--- src/shared/ccc_defines.vh ---
// Purpose: constants for the core capability and configuration registers
// Assumes: coprocessor register/select addressing, 32-bit data
// Notes: header only, definitions only
`ifndef CCC_DEFINES_VH
`define CCC_DEFINES_VH

// coprocessor register numbers and selects
`define CCC_REG_EXC_BASE 5'h0F
`define CCC_SEL_EXC_BASE 3'h1
`define CCC_REG_CONFIG 5'h10
`define CCC_SEL_PRIMARY 3'h0
`define CCC_SEL_CAPS 3'h1
`define CCC_SEL_OUTER 3'h2
`define CCC_SEL_EXT 3'h3

// primary register field positions
`define CCC_NEXT_BIT 31
`define CCC_K23_HI 30
`define CCC_K23_LO 28
`define CCC_KU_HI 27
`define CCC_KU_LO 25
`define CCC_CUSTOM_BIT 22
`define CCC_BYTE_LANE_BIT 21
`define CCC_MULDIV_BIT 20
`define CCC_DUAL_SRAM_BIT 16
`define CCC_ENDIAN_BIT 15
`define CCC_ISA_KIND_HI 14
`define CCC_ISA_KIND_LO 13
`define CCC_ISA_REV_HI 12
`define CCC_ISA_REV_LO 10
`define CCC_XLAT_HI 9
`define CCC_XLAT_LO 7
`define CCC_K0_HI 2
`define CCC_K0_LO 0

// capability register field positions
`define CCC_COMPACT_BIT 2
`define CCC_DEBUG_PORT_BIT 1
// extension register field positions
`define CCC_VEC_IRQ_BIT 5
`define CCC_EXT_CTRL_BIT 6

// cacheability encodings
`define CCC_CACHE_UNCACHED 3'h2
`define CCC_CACHE_CACHEABLE 3'h3

// reset values of writable fields
`define CCC_K23_RST 3'h2
`define CCC_KU_RST 3'h2
`define CCC_K0_RST 3'h2

// constant field values
`define CCC_ISA_KIND_VAL 2'h0
`define CCC_ISA_REV_VAL 3'h1
`define CCC_XLAT_VAL 3'h3
`define CCC_PROC_INDEX_VAL 10'h000

`endif

--- src/ccc_config_regs.v ---
// Purpose: capability/configuration register bank of the control coprocessor
// Assumes: coprocessor move port, at most one read and one write per cycle, core clock
// Notes: only the three cacheability fields and the read data/valid outputs hold state; the rest is wired
//
// Overview of operation
// - processor index in low ten bits of exception base reads zero
// - primary register loaded by reset, other fields are constants
// - three writable 3-bit cacheability fields at 30-28, 27-25, 2-0
// - cacheability code 2 means uncached, code 3 means cacheable
// - bit 31 of primary, first and second registers reads one
// - primary reserved bits 24-23, 19-17, 6-3 read zero, write zero
// - custom instruction flag bit 22 reads zero
// - bit 21 reports plain byte lanes on the internal bus
// - multiply/divide kind bit 20 reads zero, the fast unit
// - bit 16 reads one, separate instruction and data buses
// - byte order bit 15 reads zero, little-endian only
// - architecture kind field 14-13 reads 00
// - architecture revision field 12-10 reads 001
// - translation kind field 9-7 reads 3, fixed mapping
// - first configuration register is read-only
// - translation buffer size field 30-25 reads zero
// - all cache geometry fields of first register read zero
// - coprocessor, media, counter, watch and float bits read zero
// - compressed instruction set bit 2 reads one
// - debug port bit 1 reads one
// - second register read-only, bits 30-0 read zero
// - third register read-only, bit 31 reads zero
// - third register bit 5 reads one, vectored interrupts
`timescale 1ns/1ps
`include "ccc_defines.vh"

module ccc_config_regs #(
    parameter PLAIN_BYTE_LANE = 1'b1, // byte-enable mode strap value
    parameter EXT_IRQ_CTRL = 1'b1 // external interrupt controller support
) (
    input wire clk, // core clock, 25 MHz
    input wire rst_n, // synchronous reset, active low
    input wire cop_rd, // coprocessor move-from strobe
    input wire cop_wr, // coprocessor move-to strobe
    input wire [4:0] cop_reg, // coprocessor register number
    input wire [2:0] cop_sel, // register select
    input wire [31:0] cop_wdata, // write data
    output reg [31:0] cop_rdata, // read data, registered
    output reg cop_rvalid, // read data valid, one cycle
    output reg [2:0] upper_kernel_seg_cache, // upper kernel segment policy
    output reg [2:0] user_seg_cache_policy, // user segment policy
    output reg [2:0] low_kernel_seg_cache // low kernel segment policy
);

    // access decode: one word answers per register number and select
    wire sel_config;
    wire hit_primary;
    wire hit_exc_base;
    wire wr_primary;
    wire wr_upper_kernel;
    wire wr_user_seg;
    wire wr_low_kernel;

    // next values; the three policy fields and the read data/valid outputs hold state
    reg [2:0] k23_nxt;
    reg [2:0] ku_nxt;
    reg [2:0] k0_nxt;
    reg [31:0] config_word;
    reg [31:0] rdata_nxt;
    reg rvalid_nxt;

    // exception base word as seen from this bank
    wire [9:0] processor_index;
    wire [21:0] exc_base_rest;
    wire [31:0] exc_base_val;

    // primary register: fixed fields
    wire next_cfg_primary;
    wire custom_insn_flag;
    wire plain_byte_lane_flag;
    wire mul_div_kind;
    wire dual_sram_flag;
    wire endian_order_flag;
    wire [1:0] isa_kind;
    wire [2:0] isa_revision;
    wire [2:0] translation_kind;

    // primary register: reserved gaps
    wire [1:0] prim_rsvd_hi;
    wire [2:0] prim_rsvd_mid;
    wire [3:0] prim_rsvd_lo;
    wire [31:0] primary_val;

    // capability register: translation and cache geometry
    wire next_cfg_caps;
    wire [5:0] tlb_entry_count;
    wire [2:0] icache_sets_field;
    wire [2:0] icache_line_field;
    wire [2:0] icache_assoc_field;
    wire [2:0] dcache_sets_field;
    wire [2:0] dcache_line_field;
    wire [2:0] dcache_assoc_field;

    // capability register: optional units
    wire aux_coproc_present;
    wire media_ext_present;
    wire perf_counter_present;
    wire watch_regs_present;
    wire compact_isa_present;
    wire debug_port_present;
    wire float_unit_present;
    wire [31:0] caps_val;

    // second configuration register
    wire next_cfg_outer;
    wire [30:0] outer_cache_rsvd;
    wire [31:0] outer_val;

    // third configuration register
    wire next_cfg_none;
    wire [23:0] ext_rsvd_hi;
    wire ext_irq_ctrl_flag;
    wire vectored_irq_flag;
    wire small_page_flag;
    wire [1:0] ext_rsvd_lo;
    wire isa_ext_flag;
    wire trace_logic_flag;
    wire [31:0] ext_val;

    assign sel_config = (cop_reg == `CCC_REG_CONFIG);
    assign hit_primary = sel_config && (cop_sel == `CCC_SEL_PRIMARY);
    assign hit_exc_base = (cop_reg == `CCC_REG_EXC_BASE)
        && (cop_sel == `CCC_SEL_EXC_BASE);

    // read-only words ignore writes simply by having no write path
    assign wr_primary = cop_wr && hit_primary;
    // each policy field gets its own enable for later per-field masking
    assign wr_upper_kernel = wr_primary;
    assign wr_user_seg = wr_primary;
    assign wr_low_kernel = wr_primary;

    // a single core reads zero; a multi-core build would strap this
    assign processor_index = `CCC_PROC_INDEX_VAL;
    // vector base bits live with the exception logic, not here
    assign exc_base_rest = 22'h000000;
    assign exc_base_val = {exc_base_rest, processor_index};

    // another word follows this one
    assign next_cfg_primary = 1'b1;
    // no user-defined instructions
    assign custom_insn_flag = 1'b0;
    // strap, so a bus variant can change it without touching logic
    assign plain_byte_lane_flag = PLAIN_BYTE_LANE;
    // fast multiply/divide unit
    assign mul_div_kind = 1'b0;
    // separate instruction and data buses
    assign dual_sram_flag = 1'b1;
    // little-endian only, no byte swap anywhere
    assign endian_order_flag = 1'b0;
    // 32-bit base architecture
    assign isa_kind = `CCC_ISA_KIND_VAL;
    // second release of the architecture
    assign isa_revision = `CCC_ISA_REV_VAL;
    // fixed-mapping translation
    assign translation_kind = `CCC_XLAT_VAL;

    // reserved gaps read zero whatever software wrote into them
    assign prim_rsvd_hi = 2'h0;
    assign prim_rsvd_mid = 3'h0;
    assign prim_rsvd_lo = 4'h0;

    assign primary_val = {next_cfg_primary,
        upper_kernel_seg_cache,
        user_seg_cache_policy,
        prim_rsvd_hi,
        custom_insn_flag,
        plain_byte_lane_flag,
        mul_div_kind,
        prim_rsvd_mid,
        dual_sram_flag,
        endian_order_flag,
        isa_kind,
        isa_revision,
        translation_kind,
        prim_rsvd_lo,
        low_kernel_seg_cache};

    assign next_cfg_caps = 1'b1;
    // no translation buffer, so entry count minus one is zero
    assign tlb_entry_count = 6'h00;
    // no instruction cache
    assign icache_sets_field = 3'h0;
    assign icache_line_field = 3'h0;
    assign icache_assoc_field = 3'h0;
    // no data cache
    assign dcache_sets_field = 3'h0;
    assign dcache_line_field = 3'h0;
    assign dcache_assoc_field = 3'h0;

    // no second coprocessor attached
    assign aux_coproc_present = 1'b0;
    // no media extension
    assign media_ext_present = 1'b0;
    // no performance counters
    assign perf_counter_present = 1'b0;
    // no watch registers
    assign watch_regs_present = 1'b0;
    // compressed 16-bit instruction set is built in
    assign compact_isa_present = 1'b1;
    // on-chip debug port is always there
    assign debug_port_present = 1'b1;
    // no floating-point unit
    assign float_unit_present = 1'b0;

    // wholly wired, so a write here has nothing to change
    assign caps_val = {next_cfg_caps,
        tlb_entry_count,
        icache_sets_field,
        icache_line_field,
        icache_assoc_field,
        dcache_sets_field,
        dcache_line_field,
        dcache_assoc_field,
        aux_coproc_present,
        media_ext_present,
        perf_counter_present,
        watch_regs_present,
        compact_isa_present,
        debug_port_present,
        float_unit_present};

    assign next_cfg_outer = 1'b1;
    // no level-2 or level-3 cache to describe
    assign outer_cache_rsvd = 31'h00000000;
    assign outer_val = {next_cfg_outer, outer_cache_rsvd};

    // end of the chain: software stops walking here
    assign next_cfg_none = 1'b0;
    // unused positions
    assign ext_rsvd_hi = 24'h000000;
    // strap for an external interrupt controller
    assign ext_irq_ctrl_flag = EXT_IRQ_CTRL;
    // vectored interrupts are always built in
    assign vectored_irq_flag = 1'b1;
    // no small-page support
    assign small_page_flag = 1'b0;
    // unused positions
    assign ext_rsvd_lo = 2'h0;
    // no security instruction extension
    assign isa_ext_flag = 1'b0;
    // no trace logic
    assign trace_logic_flag = 1'b0;

    assign ext_val = {next_cfg_none,
        ext_rsvd_hi,
        ext_irq_ctrl_flag,
        vectored_irq_flag,
        small_page_flag,
        ext_rsvd_lo,
        isa_ext_flag,
        trace_logic_flag};

    // any 3-bit code is stored; 2 and 3 are the defined policies
    always @* begin
        if (wr_upper_kernel) begin
            k23_nxt = cop_wdata[`CCC_K23_HI:`CCC_K23_LO];
        end else begin
            k23_nxt = upper_kernel_seg_cache;
        end
    end

    always @* begin
        if (wr_user_seg) begin
            ku_nxt = cop_wdata[`CCC_KU_HI:`CCC_KU_LO];
        end else begin
            ku_nxt = user_seg_cache_policy;
        end
    end

    always @* begin
        if (wr_low_kernel) begin
            k0_nxt = cop_wdata[`CCC_K0_HI:`CCC_K0_LO];
        end else begin
            k0_nxt = low_kernel_seg_cache;
        end
    end

    // select within the configuration number first
    always @* begin
        case (cop_sel)
            `CCC_SEL_PRIMARY: begin
                config_word = primary_val;
            end
            `CCC_SEL_CAPS: begin
                config_word = caps_val;
            end
            `CCC_SEL_OUTER: begin
                config_word = outer_val;
            end
            `CCC_SEL_EXT: begin
                config_word = ext_val;
            end
            default: begin
                config_word = 32'h00000000;
            end
        endcase
    end

    // unmapped numbers answer zero so the pipeline never waits
    always @* begin
        rdata_nxt = 32'h00000000;
        if (!cop_rd) begin
            rdata_nxt = 32'h00000000;
        end else if (sel_config) begin
            rdata_nxt = config_word;
        end else if (hit_exc_base) begin
            rdata_nxt = exc_base_val;
        end
    end

    // every read is answered, mapped or not
    always @* begin
        rvalid_nxt = cop_rd;
    end

    // reset brings every policy field up uncached
    always @(posedge clk) begin
        if (!rst_n) begin
            upper_kernel_seg_cache <= `CCC_K23_RST;
        end else begin
            upper_kernel_seg_cache <= k23_nxt;
        end
    end

    always @(posedge clk) begin
        if (!rst_n) begin
            user_seg_cache_policy <= `CCC_KU_RST;
        end else begin
            user_seg_cache_policy <= ku_nxt;
        end
    end

    always @(posedge clk) begin
        if (!rst_n) begin
            low_kernel_seg_cache <= `CCC_K0_RST;
        end else begin
            low_kernel_seg_cache <= k0_nxt;
        end
    end

    // a read in the write's cycle still sees the old contents
    always @(posedge clk) begin
        if (!rst_n) begin
            cop_rdata <= 32'h00000000;
        end else begin
            cop_rdata <= rdata_nxt;
        end
    end

    // valid is a one-cycle pulse per accepted read
    always @(posedge clk) begin
        if (!rst_n) begin
            cop_rvalid <= 1'b0;
        end else begin
            cop_rvalid <= rvalid_nxt;
        end
    end

endmodule
--- config.mk ---
export PLATFORM = sky130hd
export DESIGN_NAME = ccc_config_regs
export DESIGN_NICKNAME = d
export VERILOG_FILES = /design/src/ccc_config_regs.v
export VERILOG_INCLUDE_DIRS = /design/src /design/src/shared
export SDC_FILE = /design/constraint.sdc
export NUM_CORES = 1
export LEC_CHECK = 0
export ABC_AREA = 1
export BUFFER_PORTS_ARGS = -buffer_cell sky130_fd_sc_hd__buf_2
export CORE_MARGIN = 2
export CORE_UTILIZATION = 39
export CTS_BUF_LIST = sky130_fd_sc_hd__clkbuf_16
export DETAILED_ROUTE_END_ITERATION = 10
export GPL_ROUTABILITY_DRIVEN = 0
export PLACE_DENSITY = 0.85
export SLEW_MARGIN = 30
export SYNTH_ARGS = -nofsm -noshare
export SYNTH_HDL_FRONTEND = slang
export SYNTH_SLANG_ARGS = --single-unit
export TNS_END_PERCENT = 50
--- constraint.sdc ---
create_clock -name clk -period 2.37 [get_ports clk]
set_input_delay 0.1185 -clock clk [delete_from_list [all_inputs] [get_ports clk]]
set_output_delay 0.1185 -clock clk [all_outputs]
set_load 0.03 [all_outputs]
==> run metrics <==
outcome finished clean; Antenna Nets Post-Route 0; Worst setup SP type register; vias per inst 4.098; Total GRT Usage 13.35%; Mapped Area 942.2 um2; DP Worst Slack 1.257 ns; max-cap violation count 0; IO Count 86; largest net degree at the start of global routing 16; row cnt 17; Logic pwr share 8.0%; Crit-path slowest cell dfxtp_1; postcts setup bufs 0; Setup TNS 0 ns; critical path endpoint category primary output; Crit. path cell count 1; Finished Layout Cells 193; CTS tree done; CP top delay family flip-flops; vias in the first global route 686; fin util 53.39%; top cells by area, synth dfxtp_1 47%, buf_4 16%, nor2_1 9.6%; Yosys top cell area share 46.75%; final count of pins violating max slew 0; Max FO, Critical Path 3; RSZ-0062 raised after global routing no; PortBufs 47; reg2reg setup slack 1.70 ns; die width 53.15 um; Critical Path RT 2.25 ns; Area Growth Syn to Fin 27.76%; Initial Util 41.79%; share of cells above drive strength 1 34.55%; chip height 53.15 um; detailed placement HPWL 1.308 mm; Cell Pwr Density 749.1 nW/um2; post-synth top area cell dfxtp_1; hold buffer count at CTS 0; Peak VDD IR 0.5601 mV; Final nets 210; Num CTS Buffers 3; Post-Route WL 1.718 mm; worst setup path start upper_kernel_seg_cache[1]$_SDFFE_PN1P_; worst setup path endpoint upper_kernel_seg_cache[1]; final worst path period need 0.9465 ns; WP data arrival 0.83 ns; drt wl/cell 8.902 um; setup skew after layout 0.001011 ns; Reg power frac 41.2%; Final Hold Vio Count 0; Gate Count Post-Synth 122; Crit Path Class register to primary output; r2r endpoint cop_rdata[2]$_SDFF_PN0_; Switch Pwr 0.0001777 W; Die Area 2825 um2; H-Tree Depth 1; Iteration-0 DRC Markers 4; Multi-input gate area 320.3 um2; ANT cells 0; initial antenna violation count 0; final setup violating endpoints 0; mean area per synthesized cell 7.723 um2; DRC viols 0; clk root buf clkbuf_16; first-pass GRT wire length 2.787 mm; PostCTS Resize Cnt 0; CTS clk-pin slew, worst paths 0.06 ns; worst reg2reg path depth 2; total leakage power 0.6834 nW; Ys Warns 0; worst stage delay on the critical path 0.36 ns; via count 791; Clk pwr share 50.8%; CTS sink cnt 22; Int Power 0.0007239 W; Placed Cells 189; number of synthesized register bits 22; HP Class input port to register; Switching Fraction 19.71%; CP Cell Sequence buf_2; Buf/Inv on CP 1; register area 440.4 um2; final worst path period share 39.94%; Fmax 1057 MHz; core area 2255 um2; clock buffer depth 2; post-route setup slack 1.424 ns; GR Overflow Total 0; worst hold slack 0.08595 ns; post-synthesis sequential area ratio 46.75%; startpoint of the worst register-to-register path low_kernel_seg_cache[2]$_SDFFE_PN0P_; Fillers 229; Pre-Repair DR Iteration Count 4; Clk Latency, worst-skew pair 0.25 ns; post-synthesis cell type count 16
[state kept, by name, summed over array words and instances, names as in the netlist]
name and count:
cop_rdata 12, cop_rvalid 1, low_kernel_seg_cache 3, upper_kernel_seg_cache 3, user_seg_cache_policy 3
[worst register-to-register path: cells and delay by family, from the launching register on]
kind	cells	cell delay (ns)
DFF	1	0.32
and+or+nand+nor	1	0.06
AOI/OAI and AO/OA	1	0.18
[cell usage in the layout, fill, tap and decap left out]
cell / netlist / routed
buf_2: 1 / 47
nor2_1: 24 / 24
nand2_1: 23 / 23
dfxtp_1: 22 / 22
inv_1: 16 / 16
conb_1: 1 / 15
nand3_1: 4 / 4
clkbuf_16: 0 / 3
nor2_4: 2 / 2
inv_2: 2 / 2
o21ai_0: 2 / 2
nand3_2: 1 / 1
nor3_1: 1 / 1
nand4_2: 1 / 1
nor3b_1: 1 / 1
bufinv_16: 0 / 1
[layout make-up]
type	count	share of cell area, %
clock buffers	3	6.237
clock inverters	1	2.495
inverters	18	5.613
multi-input cells	74	26.61
flip-flops and latches	22	36.59
well taps	28	2.911
repair buffers	47	19.54
[metrics by stage]
stage | cell area [um2] | total power [W]
final | 1204 | 0.0009016
after global routing | 1204 | 0.0009313
after floorplan | 994.7 | 0.0004485
after detailed placement | 1099 | 0.0004513
after global placement | 1099 | 0.0004505
after CTS | 1204 | 0.0009048
[synth_stat cells (all sizes together)]
| library cell | n |
|---|---|
| nand4 | 1 |
| nand2 | 23 |
| nand3 | 5 |
| dfxtp | 22 |
| conb | 1 |
| nor2 | 26 |
| inv | 18 |
| o21ai | 2 |
| buf | 22 |
| nor3 | 1 |
| nor3b | 1 |
[logic make-up (layout without fill, tap and decap cells)]
logic type	after synthesis	count (layout)	synth area share, %
compound gates	2	2	1.062
simple gates	57	57	26.96
buf+inv	40	69	24.83
flops	22	22	46.75
other cells	1	15	0.3980
[power groups by stage]
stage          clock network (W)  registers [W]  logic (W)
2_1_floorplan                  0       0.000383  0.0000657
3_3_place_gp                   0       0.000380  0.0000707
3_5_place_dp                   0       0.000380  0.0000715
4_1_cts                 0.000461       0.000372  0.0000719
5_1_grt                 0.000481       0.000372  0.0000787
6_report                0.000458       0.000372  0.0000718
[metal layers]
metal / global-route usage [%] / vias to the layer above / part of all wire (%)
met3: 2.542 / 0 / 9.3
li1: - / 411 / -
met4: 4.274 / 0 / 0
met2: 23.33 / 42 / 48
met1: 16.35 / 338 / 42
met5: 0 / - / 0
[worst min path at each step]
stage | startpoint | end | slack (ns) | cells after the start
final | cop_rd | cop_rvalid$_SDFF_PN0_ | 0.09 | 3
after global routing | cop_rd | cop_rvalid$_SDFF_PN0_ | 0.1 | 3
after CTS | cop_rd | cop_rvalid$_SDFF_PN0_ | 0.09 | 3
after detailed placement | cop_rd | cop_rvalid$_SDFF_PN0_ | 0.34 | 3
after global placement | cop_wdata[1] | low_kernel_seg_cache[1]$_SDFFE_PN1P_ | 0.34 | 3
after floorplan | cop_sel[2] | cop_rdata[31]$_SDFF_PN0_ | 0.19 | 1
Power figures use the tool's default switching activity.
